**src/logic/dmapf_defines.vh**
```
`ifndef DMAPF_DEFINES_VH
`define DMAPF_DEFINES_VH

// bus geometry
`define DMAPF_ADDR_W 8
`define DMAPF_DATA_W 32
`define DMAPF_PTR_W 16

// register byte offsets
`define DMAPF_OFS_EVENT 8'h00
`define DMAPF_OFS_MASK 8'h04
`define DMAPF_OFS_CTRL 8'h08
`define DMAPF_OFS_PTRS 8'h0c

// flag positions in event and mask registers
`define DMAPF_BIT_SRC_DONE 7
`define DMAPF_BIT_SRC_HALF 6
`define DMAPF_BIT_DST_DONE 5
`define DMAPF_FLAG_HI 7
`define DMAPF_FLAG_LO 5
`define DMAPF_ZERO_HI 15
`define DMAPF_ZERO_LO 8

// control register fields
`define DMAPF_BIT_ENABLE 0

// reset values
`define DMAPF_RST_FLAGS 3'h0
`define DMAPF_RST_MASK 3'h0
`define DMAPF_RST_ENABLE 1'h0

// axi responses
`define DMAPF_RESP_OKAY 2'h0
`define DMAPF_RESP_SLVERR 2'h2

`endif

```
**src/logic/dmapf_detect.v**
```verilog
`timescale 1ns/100ps
`default_nettype none
`include "dmapf_defines.vh"

// one-cycle pulse in the cycle after a pointer first becomes equal to its target
module dmapf_detect (
  input wire aclk,
  input wire aresetn,
  input wire aclken,
  input wire arm,
  input wire [`DMAPF_PTR_W-1:0] ptr,
  input wire [`DMAPF_PTR_W-1:0] target,
  output reg hit_r
);

  reg eq_prev_r;
  wire eq_now;

  assign eq_now = (ptr == target);

  // edge, not level: a pointer parked on its target raises the flag once
  always @(posedge aclk) begin
    if (!aresetn) begin
      eq_prev_r <= 1'b0;
      hit_r <= 1'b0;
    end else if (aclken) begin
      eq_prev_r <= eq_now;
      hit_r <= arm & eq_now & ~eq_prev_r;
    end
  end

endmodule // dmapf_detect

`default_nettype wire

```
**src/logic/dmapf_top.v**
```verilog
// Notes on behaviour
// - bits fifteen down to eight of the event register always read zero.
// - source-done flag, bit seven, sets when source pointer equals source size.
// - source-half flag, bit six, sets when source pointer equals half source size.
// - destination-done flag, bit five, sets when destination pointer equals its size.
`timescale 1ns/100ps
`default_nettype none
`include "dmapf_defines.vh"

module dmapf_top (
  input wire aclk,
  input wire aresetn,
  input wire aclken,
  input wire [`DMAPF_PTR_W-1:0] source_pointer,
  input wire [`DMAPF_PTR_W-1:0] source_size,
  input wire [`DMAPF_PTR_W-1:0] destination_pointer,
  input wire [`DMAPF_PTR_W-1:0] destination_size,
  input wire [`DMAPF_ADDR_W-1:0] s_axi_awaddr,
  input wire [2:0] s_axi_awprot,
  input wire s_axi_awvalid,
  output reg s_axi_awready,
  input wire [`DMAPF_DATA_W-1:0] s_axi_wdata,
  input wire [3:0] s_axi_wstrb,
  input wire s_axi_wvalid,
  output reg s_axi_wready,
  output reg [1:0] s_axi_bresp,
  output reg s_axi_bvalid,
  input wire s_axi_bready,
  input wire [`DMAPF_ADDR_W-1:0] s_axi_araddr,
  input wire [2:0] s_axi_arprot,
  input wire s_axi_arvalid,
  output reg s_axi_arready,
  output reg [`DMAPF_DATA_W-1:0] s_axi_rdata,
  output reg [1:0] s_axi_rresp,
  output reg s_axi_rvalid,
  input wire s_axi_rready,
  output reg irq_r
);

  // true for the four word addresses this block answers
  function mapped;
    input [`DMAPF_ADDR_W-1:0] a;
    begin
      mapped = (a == `DMAPF_OFS_EVENT) || (a == `DMAPF_OFS_MASK) ||
               (a == `DMAPF_OFS_CTRL) || (a == `DMAPF_OFS_PTRS);
    end
  endfunction

  // one register's write strobe: both halves held and byte lane 0 enabled
  function wr_sel;
    input fire;
    input strb0;
    input [`DMAPF_ADDR_W-1:0] a;
    input [`DMAPF_ADDR_W-1:0] ofs;
    begin
      wr_sel = fire & strb0 & (a == ofs);
    end
  endfunction

  // word placed on the read bus for an address
  function [`DMAPF_DATA_W-1:0] rd_word;
    input [`DMAPF_ADDR_W-1:0] a;
    input [2:0] flags;
    input [2:0] mask;
    input en;
    input [`DMAPF_PTR_W-1:0] sp;
    input [`DMAPF_PTR_W-1:0] dp;
    begin
      rd_word = {`DMAPF_DATA_W{1'b0}};
      case (a)
        `DMAPF_OFS_EVENT: begin
          // upper byte and all other positions stay zero
          rd_word[`DMAPF_FLAG_HI:`DMAPF_FLAG_LO] = flags;
        end
        `DMAPF_OFS_MASK: begin
          rd_word[`DMAPF_FLAG_HI:`DMAPF_FLAG_LO] = mask;
        end
        `DMAPF_OFS_CTRL: begin
          rd_word[`DMAPF_BIT_ENABLE] = en;
        end
        `DMAPF_OFS_PTRS: begin
          rd_word = {dp, sp};
        end
        default: begin
          rd_word = {`DMAPF_DATA_W{1'b0}};
        end
      endcase
    end
  endfunction

  reg [`DMAPF_ADDR_W-1:0] aw_addr_r;
  reg aw_held_r;
  reg [`DMAPF_DATA_W-1:0] w_data_r;
  reg [3:0] w_strb_r;
  reg w_held_r;
  reg [2:0] flags_r;
  reg [2:0] flags_nxt;
  reg [2:0] mask_r;
  reg enable_r;
  wire wr_fire;
  wire lane0;
  wire [2:0] clr_bits;
  wire [2:0] set_bits;
  wire [`DMAPF_PTR_W-1:0] src_half;
  wire hit_src_done;
  wire hit_src_half;
  wire hit_dst_done;
  wire ev_wr;
  wire mask_wr;
  wire ctrl_wr;
  wire aw_fire;
  wire w_fire;
  wire b_done;
  wire ar_fire;
  wire r_done;
  reg [`DMAPF_DATA_W-1:0] rdata_nxt;
  reg [1:0] rresp_nxt;
  reg [1:0] bresp_nxt;

  // half is a plain shift; odd sizes round down
  assign src_half = source_size >> 1;

  dmapf_detect u_src_done (
    .aclk(aclk),
    .aresetn(aresetn),
    .aclken(aclken),
    .arm(enable_r),
    .ptr(source_pointer),
    .target(source_size),
    .hit_r(hit_src_done)
  );

  dmapf_detect u_src_half (
    .aclk(aclk),
    .aresetn(aresetn),
    .aclken(aclken),
    .arm(enable_r),
    .ptr(source_pointer),
    .target(src_half),
    .hit_r(hit_src_half)
  );

  dmapf_detect u_dst_done (
    .aclk(aclk),
    .aresetn(aresetn),
    .aclken(aclken),
    .arm(enable_r),
    .ptr(destination_pointer),
    .target(destination_size),
    .hit_r(hit_dst_done)
  );

  // write takes effect once both address and data are held
  assign wr_fire = aw_held_r & w_held_r & ~s_axi_bvalid;
  assign lane0 = w_strb_r[0];
  assign ev_wr = wr_sel(wr_fire, lane0, aw_addr_r, `DMAPF_OFS_EVENT);
  assign mask_wr = wr_sel(wr_fire, lane0, aw_addr_r, `DMAPF_OFS_MASK);
  assign ctrl_wr = wr_sel(wr_fire, lane0, aw_addr_r, `DMAPF_OFS_CTRL);

  // channel handshakes
  assign aw_fire = s_axi_awvalid & s_axi_awready;
  assign w_fire = s_axi_wvalid & s_axi_wready;
  assign b_done = s_axi_bvalid & s_axi_bready;
  assign ar_fire = s_axi_arvalid & s_axi_arready;
  assign r_done = s_axi_rvalid & s_axi_rready;

  assign set_bits = {hit_src_done, hit_src_half, hit_dst_done};
  assign clr_bits = ev_wr ? w_data_r[`DMAPF_FLAG_HI:`DMAPF_FLAG_LO] : 3'h0;

  // a hit landing in the clearing cycle must survive, so set is or-ed last
  always @* begin
    flags_nxt = (flags_r & ~clr_bits) | set_bits;
  end

  // responses and read word worked out ahead of the handshake that loads them
  always @* begin
    bresp_nxt = mapped(aw_addr_r) ? `DMAPF_RESP_OKAY : `DMAPF_RESP_SLVERR;
    rresp_nxt = mapped(s_axi_araddr) ? `DMAPF_RESP_OKAY : `DMAPF_RESP_SLVERR;
    rdata_nxt = rd_word(s_axi_araddr, flags_r, mask_r, enable_r, source_pointer,
                        destination_pointer);
  end

  // event flags
  always @(posedge aclk) begin
    if (!aresetn) begin
      flags_r <= `DMAPF_RST_FLAGS;
    end else if (aclken) begin
      flags_r <= flags_nxt;
    end
  end

  // interrupt mask, same bit layout as the event flags
  always @(posedge aclk) begin
    if (!aresetn) begin
      mask_r <= `DMAPF_RST_MASK;
    end else if (aclken && mask_wr) begin
      mask_r <= w_data_r[`DMAPF_FLAG_HI:`DMAPF_FLAG_LO];
    end
  end

  // enable resets low so a stale pointer match cannot flag before setup
  always @(posedge aclk) begin
    if (!aresetn) begin
      enable_r <= `DMAPF_RST_ENABLE;
    end else if (aclken && ctrl_wr) begin
      enable_r <= w_data_r[`DMAPF_BIT_ENABLE];
    end
  end

  // interrupt level follows unmasked flags one cycle later
  always @(posedge aclk) begin
    if (!aresetn) begin
      irq_r <= 1'b0;
    end else if (aclken) begin
      irq_r <= |(flags_r & mask_r);
    end
  end

  // write address: ready again only once the response has been taken
  always @(posedge aclk) begin
    if (!aresetn) begin
      aw_addr_r <= {`DMAPF_ADDR_W{1'b0}};
      aw_held_r <= 1'b0;
      s_axi_awready <= 1'b0;
    end else if (aclken) begin
      if (!aw_held_r && !s_axi_awready) begin
        s_axi_awready <= 1'b1;
      end
      if (aw_fire) begin
        aw_addr_r <= s_axi_awaddr;
        aw_held_r <= 1'b1;
        s_axi_awready <= 1'b0;
      end
      if (b_done) begin
        aw_held_r <= 1'b0;
      end
    end
  end

  // write data: accepted before or after the address, held until the response
  always @(posedge aclk) begin
    if (!aresetn) begin
      w_data_r <= {`DMAPF_DATA_W{1'b0}};
      w_strb_r <= 4'h0;
      w_held_r <= 1'b0;
      s_axi_wready <= 1'b0;
    end else if (aclken) begin
      if (!w_held_r && !s_axi_wready) begin
        s_axi_wready <= 1'b1;
      end
      if (w_fire) begin
        w_data_r <= s_axi_wdata;
        w_strb_r <= s_axi_wstrb;
        w_held_r <= 1'b1;
        s_axi_wready <= 1'b0;
      end
      if (b_done) begin
        w_held_r <= 1'b0;
      end
    end
  end

  // write response: one write at a time, so no second response can queue
  always @(posedge aclk) begin
    if (!aresetn) begin
      s_axi_bvalid <= 1'b0;
      s_axi_bresp <= `DMAPF_RESP_OKAY;
    end else if (aclken) begin
      if (wr_fire) begin
        s_axi_bvalid <= 1'b1;
        s_axi_bresp <= bresp_nxt;
      end
      if (b_done) begin
        s_axi_bvalid <= 1'b0;
      end
    end
  end

  // read channel: data one cycle after the address is taken
  always @(posedge aclk) begin
    if (!aresetn) begin
      s_axi_arready <= 1'b0;
      s_axi_rvalid <= 1'b0;
      s_axi_rdata <= {`DMAPF_DATA_W{1'b0}};
      s_axi_rresp <= `DMAPF_RESP_OKAY;
    end else if (aclken) begin
      if (!s_axi_rvalid && !s_axi_arready) begin
        s_axi_arready <= 1'b1;
      end
      if (ar_fire) begin
        s_axi_arready <= 1'b0;
        s_axi_rvalid <= 1'b1;
        s_axi_rdata <= rdata_nxt;
        s_axi_rresp <= rresp_nxt;
      end
      if (r_done) begin
        s_axi_rvalid <= 1'b0;
      end
    end
  end

endmodule // dmapf_top

`default_nettype wire

```
**config.mk**
```make
export PLATFORM = sky130hd
export DESIGN_NAME = dmapf_top
export DESIGN_NICKNAME = d
export VERILOG_FILES = /design/src/logic/dmapf_detect.v /design/src/logic/dmapf_top.v
export VERILOG_INCLUDE_DIRS = /design/src /design/src/logic
export SDC_FILE = /design/constraint.sdc
export NUM_CORES = 1
export LEC_CHECK = 0
export ABC_AREA = 1
export BUFFER_PORTS_ARGS = -buffer_cell sky130_fd_sc_hd__buf_2
export CAP_MARGIN = 30
export CORE_UTILIZATION = 40
export CTS_CLUSTER_DIAMETER = 50
export DETAILED_ROUTE_END_ITERATION = 12
export GPL_ROUTABILITY_DRIVEN = 0
export MAX_ROUTING_LAYER = met4
export PLACE_DENSITY = 0.81
export SLEW_MARGIN = 15
export SYNTH_ARGS = -nofsm -noshare
export SYNTH_HDL_FRONTEND = slang
export SYNTH_HIERARCHICAL = 1
export SYNTH_SLANG_ARGS = --single-unit
```
**constraint.sdc**
```tcl
create_clock -name aclk -period 2.2 [get_ports aclk]
set_input_delay 0.33 -clock aclk [delete_from_list [all_inputs] [get_ports aclk]]
set_output_delay 0.33 -clock aclk [all_outputs]
set_load 0.01 [all_outputs]
```
==> results of run 1 <==
## per-layer routing
| metal | global-route usage | share of wire |
|---|---|---|
| met2 | 0.3619 | 0.47 |
| met4 | 0.1169 | 0.031 |
| met3 | 0.03712 | 0.062 |
| met1 | 0.2607 | 0.43 |
| met5 | - | 0 |
## power by group
| group | total, mW | internal (mW) | leakage (nW) | switching [mW] |
|---|---|---|---|---|
| combinational | 0.358 | 0.147 | 1.81 | 0.212 |
| clock | 1.26 | 0.756 | 0.117 | 0.504 |
| sequential | 1.26 | 1.25 | 0.550 | 0.0127 |
## cells by family after synthesis
| logic type | Yosys count | synth area share |
|---|---|---|
| other | 1 | 0.001062 |
| AND/OR/NAND/NOR | 320 | 0.3786 |
| XOR/XNOR | 18 | 0.04466 |
| buffers and inverters | 99 | 0.1145 |
| flip-flops | 68 | 0.3857 |
| AO/OA/AOI/OAI | 52 | 0.07551 |
## worst max path at each step
stage / start / end / slack (ns)
after floorplan: s_axi_araddr[1] / s_axi_rdata[1] / 0.98
after CTS: aclken / aw_addr_r[2] / 0.89
after global routing: aclken / aw_addr_r[0] / 0.70
after detailed placement: aclken / aw_addr_r[2] / 0.54
after global placement: aclken / aw_addr_r[1] / 0.58
final: aclken / aw_addr_r[2] / 0.87
## state kept, by name, indices dropped and copies added (netlist names), 3 cells and up
register / cells
aw_addr_r: 8
flags_r: 3
mask_r: 3
w_data_r: 4
s_axi_rdata: 32
## final cells by class
type	count	area, um2	area share
Tap cell	105	131.4	0.02916
Sequential cell	68	1361	0.3021
Clock inverter	6	111.4	0.02472
Clock buffer	10	127.6	0.02833
Inverter	86	322.8	0.07165
Timing Repair Buffer	134	675.6	0.1500
Multi-Input combinational cell	394	1775	0.3941
## worst max-delay path: stages
cell and delay [ns]:
buf_2 0.33, nand3_1 0.49, o21ai_0 0.32, a21oi_1 0.07
## stage by stage
step	total power, mW	hold slack, ns	util
CTS	2.900	0.1739	0.5375
floorplan	1.480	0.4233	-
global route	3.002	0.1761	0.5375
detailed placement	1.644	0.4362	0.5090
finish	2.880	0.1915	0.5375
global placement	1.632	0.4325	0.5090
## layout by cell type (no fill, tap or decap), types with 2 or more instances in the layout
| cell | synthesis | final |
|---|---|---|
| a21oi_1 | 30 | 30 |
| a31oi_1 | 3 | 3 |
| buf_2 | 4 | 132 |
| buf_4 | 3 | 2 |
| bufinv_16 | 0 | 3 |
| clkbuf_8 | 0 | 9 |
| conb_1 | 1 | 4 |
| dfxtp_1 | 68 | 68 |
| inv_1 | 84 | 84 |
| inv_2 | 2 | 2 |
| nand2_1 | 208 | 208 |
| nand3_1 | 25 | 25 |
| nand3_4 | 2 | 2 |
| nand4_1 | 9 | 9 |
| nor2_1 | 62 | 62 |
| nor2_2 | 7 | 7 |
| nor3_1 | 3 | 3 |
| o21ai_0 | 14 | 14 |
| o21ai_1 | 4 | 4 |
| xnor2_1 | 18 | 18 |
## cells in the mapped netlist
library cell  instances
o21ai_0              14
xnor2_1              18
a21oi_1              30
dfxtp_1              68
inv_1                84
and2_1                1
inv_2                 2
clkbuf_2              1
nand3_4               2
nor2_8                1
nor2_2                7
buf_6                 2
nand4_1               9
o21ai_1               4
clkbuf_1              3
nand3_1              25
nor3_2                1
a31oi_1               3
buf_4                 3
nor2_1               62
buf_2                 4
conb_1                1
nand2_1             208
nor3_1                3
nor2_4                1
o31ai_1               1
==> metrics.log, run 1 <==
[metrics] setup clock skew after layout: 0.01179 ns
[metrics] area share of the largest cell type after synthesis: 0.3857
[metrics] register bit count reported by yosys: 68
[metrics] element type at the critical path start: input port
[metrics] aggregate global routing overflow: 0
[metrics] power per unit of standard cell area: 639.3 nW/um2
[metrics] dpl hpwl: 7.329 mm
[metrics] pin count of the biggest net entering global routing: 31
[metrics] share of the clock period used by the worst path: 0.6046
[metrics] wire length of the first global-routing pass: 15.21 mm
[metrics] post-synthesis instance area: 3530 um2
[metrics] number of placed instances, taps included: 787
[metrics] hold worst-path end: s_axi_rdata[21]
[metrics] aggregate routed wire length: 9.641 mm
[metrics] Hold Path Origin: destination_pointer[5]
[metrics] register area share after synthesis: 0.3857
[metrics] final hold vios: 0
[metrics] largest fanout on the critical path: 18
[metrics] critical path required time: 2.41 ns
[metrics] share of cells above drive strength 1: 0.2335
[metrics] library cell with the largest summed area after synthesis: dfxtp_1
[metrics] post-CTS resize count: 0
[metrics] Port-buffer cells: 132
[metrics] vias per cell: 4.712
[metrics] Post-CTS Setup Inserts: 0
[metrics] unrepaired setup endpoints after global routing: false
[metrics] insertion delay of the later-clocked pin in the worst-skew pair: 0.34 ns
[metrics] residual antenna-violating net count after detailed routing: 0
[metrics] average cell area after synthesis: 6.326 um2
[metrics] category of the worst setup path capture point: flop
[metrics] Clock Pin Slew Worst Setup and Hold Paths: 0.08 ns
[metrics] Setup TNS Final: 0 ns
[metrics] count of hold buffers inserted by post-cts repair: 0
[metrics] most area-consuming cells after synthesis: dfxtp_1 39%, nand2_1 22%, inv_1 8.9%, nor2_1 6.6%, xnor2_1 4.5%
[metrics] Reg2Reg Launch Point: s_axi_awready
[metrics] classification of the worst-slack hold path: in -> reg
[metrics] aggregate global-route resource usage: 0.2213
[metrics] DIE AREA: 9204 um2
[metrics] number of antenna cells inserted: 0
[metrics] detailed-router iteration count before antenna repair: 5
[metrics] hold-critical path depth: 3
[metrics] capturing point of the worst reg2reg path: aw_addr_r[2]
[metrics] area overhead of the layout relative to synthesis: 27.65%
[metrics] worst slack, placed: 0.5405 ns
[metrics] maximum ir drop on the vdd rail: 0.0003130 V
[metrics] final critical-path required period: 1.330 ns
[metrics] cell at the root of the clock tree: clkbuf_8
[metrics] antenna violations before repair: 0
[metrics] total non-filler cell area in the finished layout: 4506 um2
[metrics] Placeable Area: 8382 um2
[metrics] effective utilization at floorplan: 0.4211
[metrics] Tightest Pin Transition: 0.5374 ns
[metrics] Setup Crit Path Kind: in -> reg
[metrics] remaining max-slew budget at the tightest pin: 0.6407
[metrics] final setup violation count: 0
[metrics] depth of the CTS H-tree: 3
[metrics] Longest Clk Path Bufs: 2
[metrics] leakage power total: 2.481 nW
[metrics] via count of the first global-routing pass: 3507
[metrics] I/O pin cnt: 172
[metrics] length in cells of the worst reg-to-reg path: 3
[metrics] TritonCTS clock tree: built
[metrics] Post-Place Cell Area: 4267 um2
[metrics] DR DRC count: 0
[metrics] routed vias: 3784
[metrics] Yosys warnings: 6
[metrics] register-to-register path setup slack: 0.93 ns
[metrics] max-capacitance violation count: 0
[metrics] count of non-filler cells in the finished layout: 803
[metrics] sink count of the clock tree: 68
[metrics] DR iter-0 viols: 193
[metrics] # rows: 33
[metrics] Nets: 823
[metrics] Gate Count Post-Synth: 558
[metrics] outcome: completed
[metrics] Die Span Y: 95.94 um
[metrics] setup ws final: 0.8698 ns
[metrics] count of unique library cells instantiated by Yosys: 26
[metrics] critical path data arrival time: 1.54 ns
[metrics] Layout fillers: 812
[metrics] count of final max-slew check failures: 0
[metrics] Horiz. Die Dim: 95.94 um
[metrics] upper clock frequency limit: 751.8 MHz
[metrics] number of buffers created by CTS: 9
[metrics] Routed WL per cell: 12.01 um
Note: power is estimated with default switching activity, not from simulation.
==> run 2, diff against run 1 <==
--- a/config.mk
+++ b/config.mk
@@ -6,7 +6,7 @@
 export SDC_FILE = /design/constraint.sdc
 export NUM_CORES = 1
 export LEC_CHECK = 0
-export ABC_AREA = 1
+export ABC_AREA = 0
 export BUFFER_PORTS_ARGS = -buffer_cell sky130_fd_sc_hd__buf_2
 export CAP_MARGIN = 30
 export CORE_UTILIZATION = 40
@@ -14,7 +14,7 @@
 export DETAILED_ROUTE_END_ITERATION = 12
 export GPL_ROUTABILITY_DRIVEN = 0
 export MAX_ROUTING_LAYER = met4
-export PLACE_DENSITY = 0.81
+export PLACE_DENSITY = 0.85
 export SLEW_MARGIN = 15
 export SYNTH_ARGS = -nofsm -noshare
 export SYNTH_HDL_FRONTEND = slang
==> constraint.sdc (replaced) <==
create_clock -name aclk -period 1.08 [get_ports aclk]
set_input_delay 0.162 -clock aclk [delete_from_list [all_inputs] [get_ports aclk]]
set_output_delay 0.162 -clock aclk [all_outputs]
set_load 0.01 [all_outputs]
==> run 2 against run 1 <==
The flow now finishes with violations (setup timing). Largest cell class unchanged. Synthesized cell count decreased by 40%. Sequential share of layout area decreased by 2.1 points. Count of clock-buffer cells in the layout increased by 1. Wire length decreased by 3.4%. Register-to-register slack got worse by 1.3 ns. First-iteration DRC count decreased by 21%. Die area decreased by 8.3%. Largest power group unchanged.
==> metrics.log, run 2 <==
[metrics] pin count of the biggest net entering global routing: 36 (+16%)
[metrics] Placeable Area: 7767 um2 (-7.3%)
[metrics] leakage power total: 2.291 nW (-7.7%)
[metrics] violated checks: setup timing
[metrics] cell-by-cell listing of the critical path: or4_4 -> nor4_4 -> mux2i_1
[metrics] average cell area after synthesis: 9.619 um2 (+52%)
[metrics] max-capacitance violation count: 0 (unchanged)
[metrics] Reg with most FFs: s_axi_rdata
[metrics] grt met2 use: 0.3688 (+0.006876)
[metrics] wire length of the first global-routing pass: 14.76 mm (-3.0%)
[metrics] largest fanout on the critical path: 4 (-14)
[metrics] Setup TNS Final: -9.174 ns (-9.174 ns)
[metrics] final setup violation count: 40 (+40)
[metrics] via count of the first global-routing pass: 3235 (-7.8%)
[metrics] maximum ir drop on the vdd rail: 0.0006165 V (+97%)
[metrics] number of buffers created by CTS: 9 (unchanged)
[metrics] post-route core utilization: 0.6263 (+0.08875)
[metrics] area used by multi-input combinational logic: 2057 um2 (+16%)
[metrics] setup ws final: -0.4122 ns (-1.282 ns)
[metrics] most frequent cells after synthesis: 68 x dfxtp_1, 44 x nand2_1, 27 x a22o_2, 21 x xnor2_1
[metrics] aggregate routed wire length: 9.310 mm (-3.4%)
[metrics] outcome: finished, violations left
[metrics] unrepaired setup endpoints after global routing: true
[metrics] Port-buffer cells: 132 (unchanged)
[metrics] number of enable-type register cells in the synthesized netlist: 0 (unchanged)
[metrics] count leader, synth: dfxtp_1
[metrics] Die Span Y: 91.89 um (-4.2%)
[metrics] most common flop cell mapped by yosys: dfxtp_1
[metrics] Setup Crit Path Kind: reg -> reg
[metrics] DIE AREA: 8443 um2 (-8.3%)
[metrics] Yosys warnings: 6 (unchanged)
[metrics] most area-consuming cells after synthesis: dfxtp_1 42%, a22o_2 8.4%, xnor2_1 5.7%, nand2_1 5.1%, xor2_1 4.9%
[metrics] setup clock skew after layout: 0.005422 ns (-0.006369 ns)
[metrics] routed vias: 3166 (-16%)
[metrics] aggregate global-route resource usage: 0.2281 (+0.006769)
[metrics] busiest layer in global routing: met2
[metrics] detailed-router iteration count before antenna repair: 5 (unchanged)
[metrics] depth of the CTS H-tree: 3 (unchanged)
[metrics] # rows: 32 (-3.0%)
[metrics] tightest hold margin: 0.04830 ns (-0.1432 ns)
[metrics] share of the clock period used by the worst path: 1.382
[metrics] element type at the critical path start: flop
[metrics] most common cell after layout, fill and taps aside: buf_2
[metrics] dpl hpwl: 6.629 mm (-9.6%)
[metrics] count of final max-slew check failures: 0 (unchanged)
[metrics] DR iter-0 viols: 152 (-21%)
[metrics] classification of the worst-slack hold path: in -> reg
[metrics] Longest Clk Path Bufs: 2 (unchanged)
[metrics] sequential cell area: 1368 um2 (+0.46%)
[metrics] aggregate global routing overflow: 0 (unchanged)
[metrics] category of the worst setup path capture point: flop
[metrics] Worst path max stage delay: 0.58 ns (+0.09 ns)
[metrics] area share of the largest cell type after synthesis: 0.4212 (+0.03554)
[metrics] final hold vios: 0 (unchanged)
[metrics] library cell with the largest summed area after synthesis: dfxtp_1
[metrics] cell at the root of the clock tree: clkbuf_8
[metrics] Gate Count Post-Synth: 336 (-40%)
[metrics] Routed WL per cell: 15.09 um (+26%)
[metrics] Nets: 640 (-22%)
[metrics] final critical-path required period: 1.492 ns
[metrics] DR DRC count: 0 (unchanged)
[metrics] I/O pin cnt: 172 (unchanged)
[metrics] commonest cells after routing, fill and taps aside: 129 x buf_2, 63 x dfxtp_1, 44 x nand2_1
[metrics] power per unit of standard cell area: 1069 nW/um2 (+67%)
[metrics] vias per cell: 5.131 (+8.9%)
[metrics] async set or reset register ratio after synthesis: 0 (unchanged)
[metrics] upper clock frequency limit: 670.1 MHz
[metrics] Horiz. Die Dim: 91.89 um (-4.2%)
[metrics] Layout fillers: 645 (-21%)
[metrics] TritonCTS clock tree: built
[metrics] register bit count reported by yosys: 68 (unchanged)
[metrics] largest registers: s_axi_rdata: 32 flops, aw_addr_r: 8 flops, w_data_r: 4 flops
[metrics] sink count of the clock tree: 68 (unchanged)
[metrics] critical path data arrival time: 1.75 ns (+0.21 ns)
[metrics] flip-flop count of the largest register after layout: 32 (unchanged)
[metrics] residual antenna-violating net count after detailed routing: 0 (unchanged)
[metrics] area overhead of the layout relative to synthesis: 50.52%
[metrics] GRT met3 Usage: 0.05224 (+0.01511)
[metrics] post-synthesis instance area: 3232 um2 (-8.4%)
[metrics] share of cells above drive strength 1: 0.4913 (+0.2577)
[metrics] critical path required time: 1.34 ns (-1.07 ns)
[metrics] number of antenna cells inserted: 0 (unchanged)
[metrics] count of unique library cells instantiated by Yosys: 51 (+96%)
[metrics] antenna violations before repair: 0 (unchanged)
[metrics] insertion delay of the later-clocked pin in the worst-skew pair: 0.34 ns (about the same)
[metrics] effective utilization at floorplan: 0.4161 (-0.005032)
[metrics] Clock Pin Slew Worst Setup and Hold Paths: 0.07 ns (about the same)
[metrics] register area share after synthesis: 0.4212 (+0.03554)
[metrics] routing usage on met1: 0.2677 (+0.007049)
[metrics] critical-path cell with the highest stage delay: or4_4
-- run 2: metrics by stage --
step | cell area [um2] | instances | worst slack, ns | power (mW)
after floorplan | 3292 | 338 | -0.3629 | 2.968
after global placement | 4284 | 593 | -0.4503 | 3.349
after detailed placement | 4284 | 593 | -0.5351 | 3.368
after CTS | 4781 | 616 | -0.4335 | 5.214
after global routing | 4865 | 617 | -0.4680 | 5.441
final | 4865 | 617 | -0.4122 | 5.200
-- run 2: per-layer routing --
layer	part of all wire	routed length, um
met1	0.42	3888
met2	0.50	4624
met3	0.055	516
met4	0.030	281
met5	0	0
-- run 2: final timing paths --
check	from	end	slack (ns)	cells past startpoint
setup / recovery	aw_addr_r[0]	mask_r[1]	-0.41	3
hold / removal	destination_pointer[7]	s_axi_rdata[23]	0.05	2
setup reg to reg	aw_addr_r[0]	mask_r[1]	-0.41	3
hold reg to reg	u_dst_done/eq_prev_r	u_dst_done/eq_prev_r	0.45	2
-- run 2: what timing repair did --
action | 4_1_cts | 5_1_grt
hold buffers | 0 | 0
setup endpoints to repair | 42 | 53
hold endpoints to repair | 0 | 0
gates resized for setup | 35 | 18
gates cloned | 3 | 0
pin swaps | 7 | 12
buffers inserted | 4 | 2
-- run 2: area by class of cell --
type / instances / share of cell area
multi-input cells: 245 / 0.4228
clock inverters: 5 / 0.005658
flip-flops and latches: 68 / 0.2811
well taps: 102 / 0.02623
clock buffers: 11 / 0.02906
repair buffers: 176 / 0.2274
inverters: 10 / 0.007716
-- run 2: cells by family (layout without fill, tap and decap cells) --
kind of cell / Yosys count / count (layout) / synth area share
xor+xnor: 39 / 39 / 0.1057
compound gates: 76 / 76 / 0.1982
buf+inv: 25 / 202 / 0.03949
flops: 68 / 68 / 0.4212
simple gates: 114 / 114 / 0.1924
mux: 13 / 13 / 0.04181
other cells: 1 / 3 / 0.001160
-- run 2: report_power, final --
| group | switching, mW | leakage (nW) | total (mW) | internal [mW] |
|---|---|---|---|---|
| Combinational | 0.418 | 1.65 | 0.815 | 0.397 |
| Sequential | 0.0236 | 0.551 | 2.56 | 2.54 |
| Clock | 0.941 | 0.0889 | 1.82 | 0.880 |
-- run 2: worst max-delay path, delay by kind of cell (launching register included) --
| family | cells | cell delay [ns] |
|---|---|---|
| mux | 1 | 0.25 |
| flops | 1 | 0.31 |
| simple gates | 2 | 0.86 |
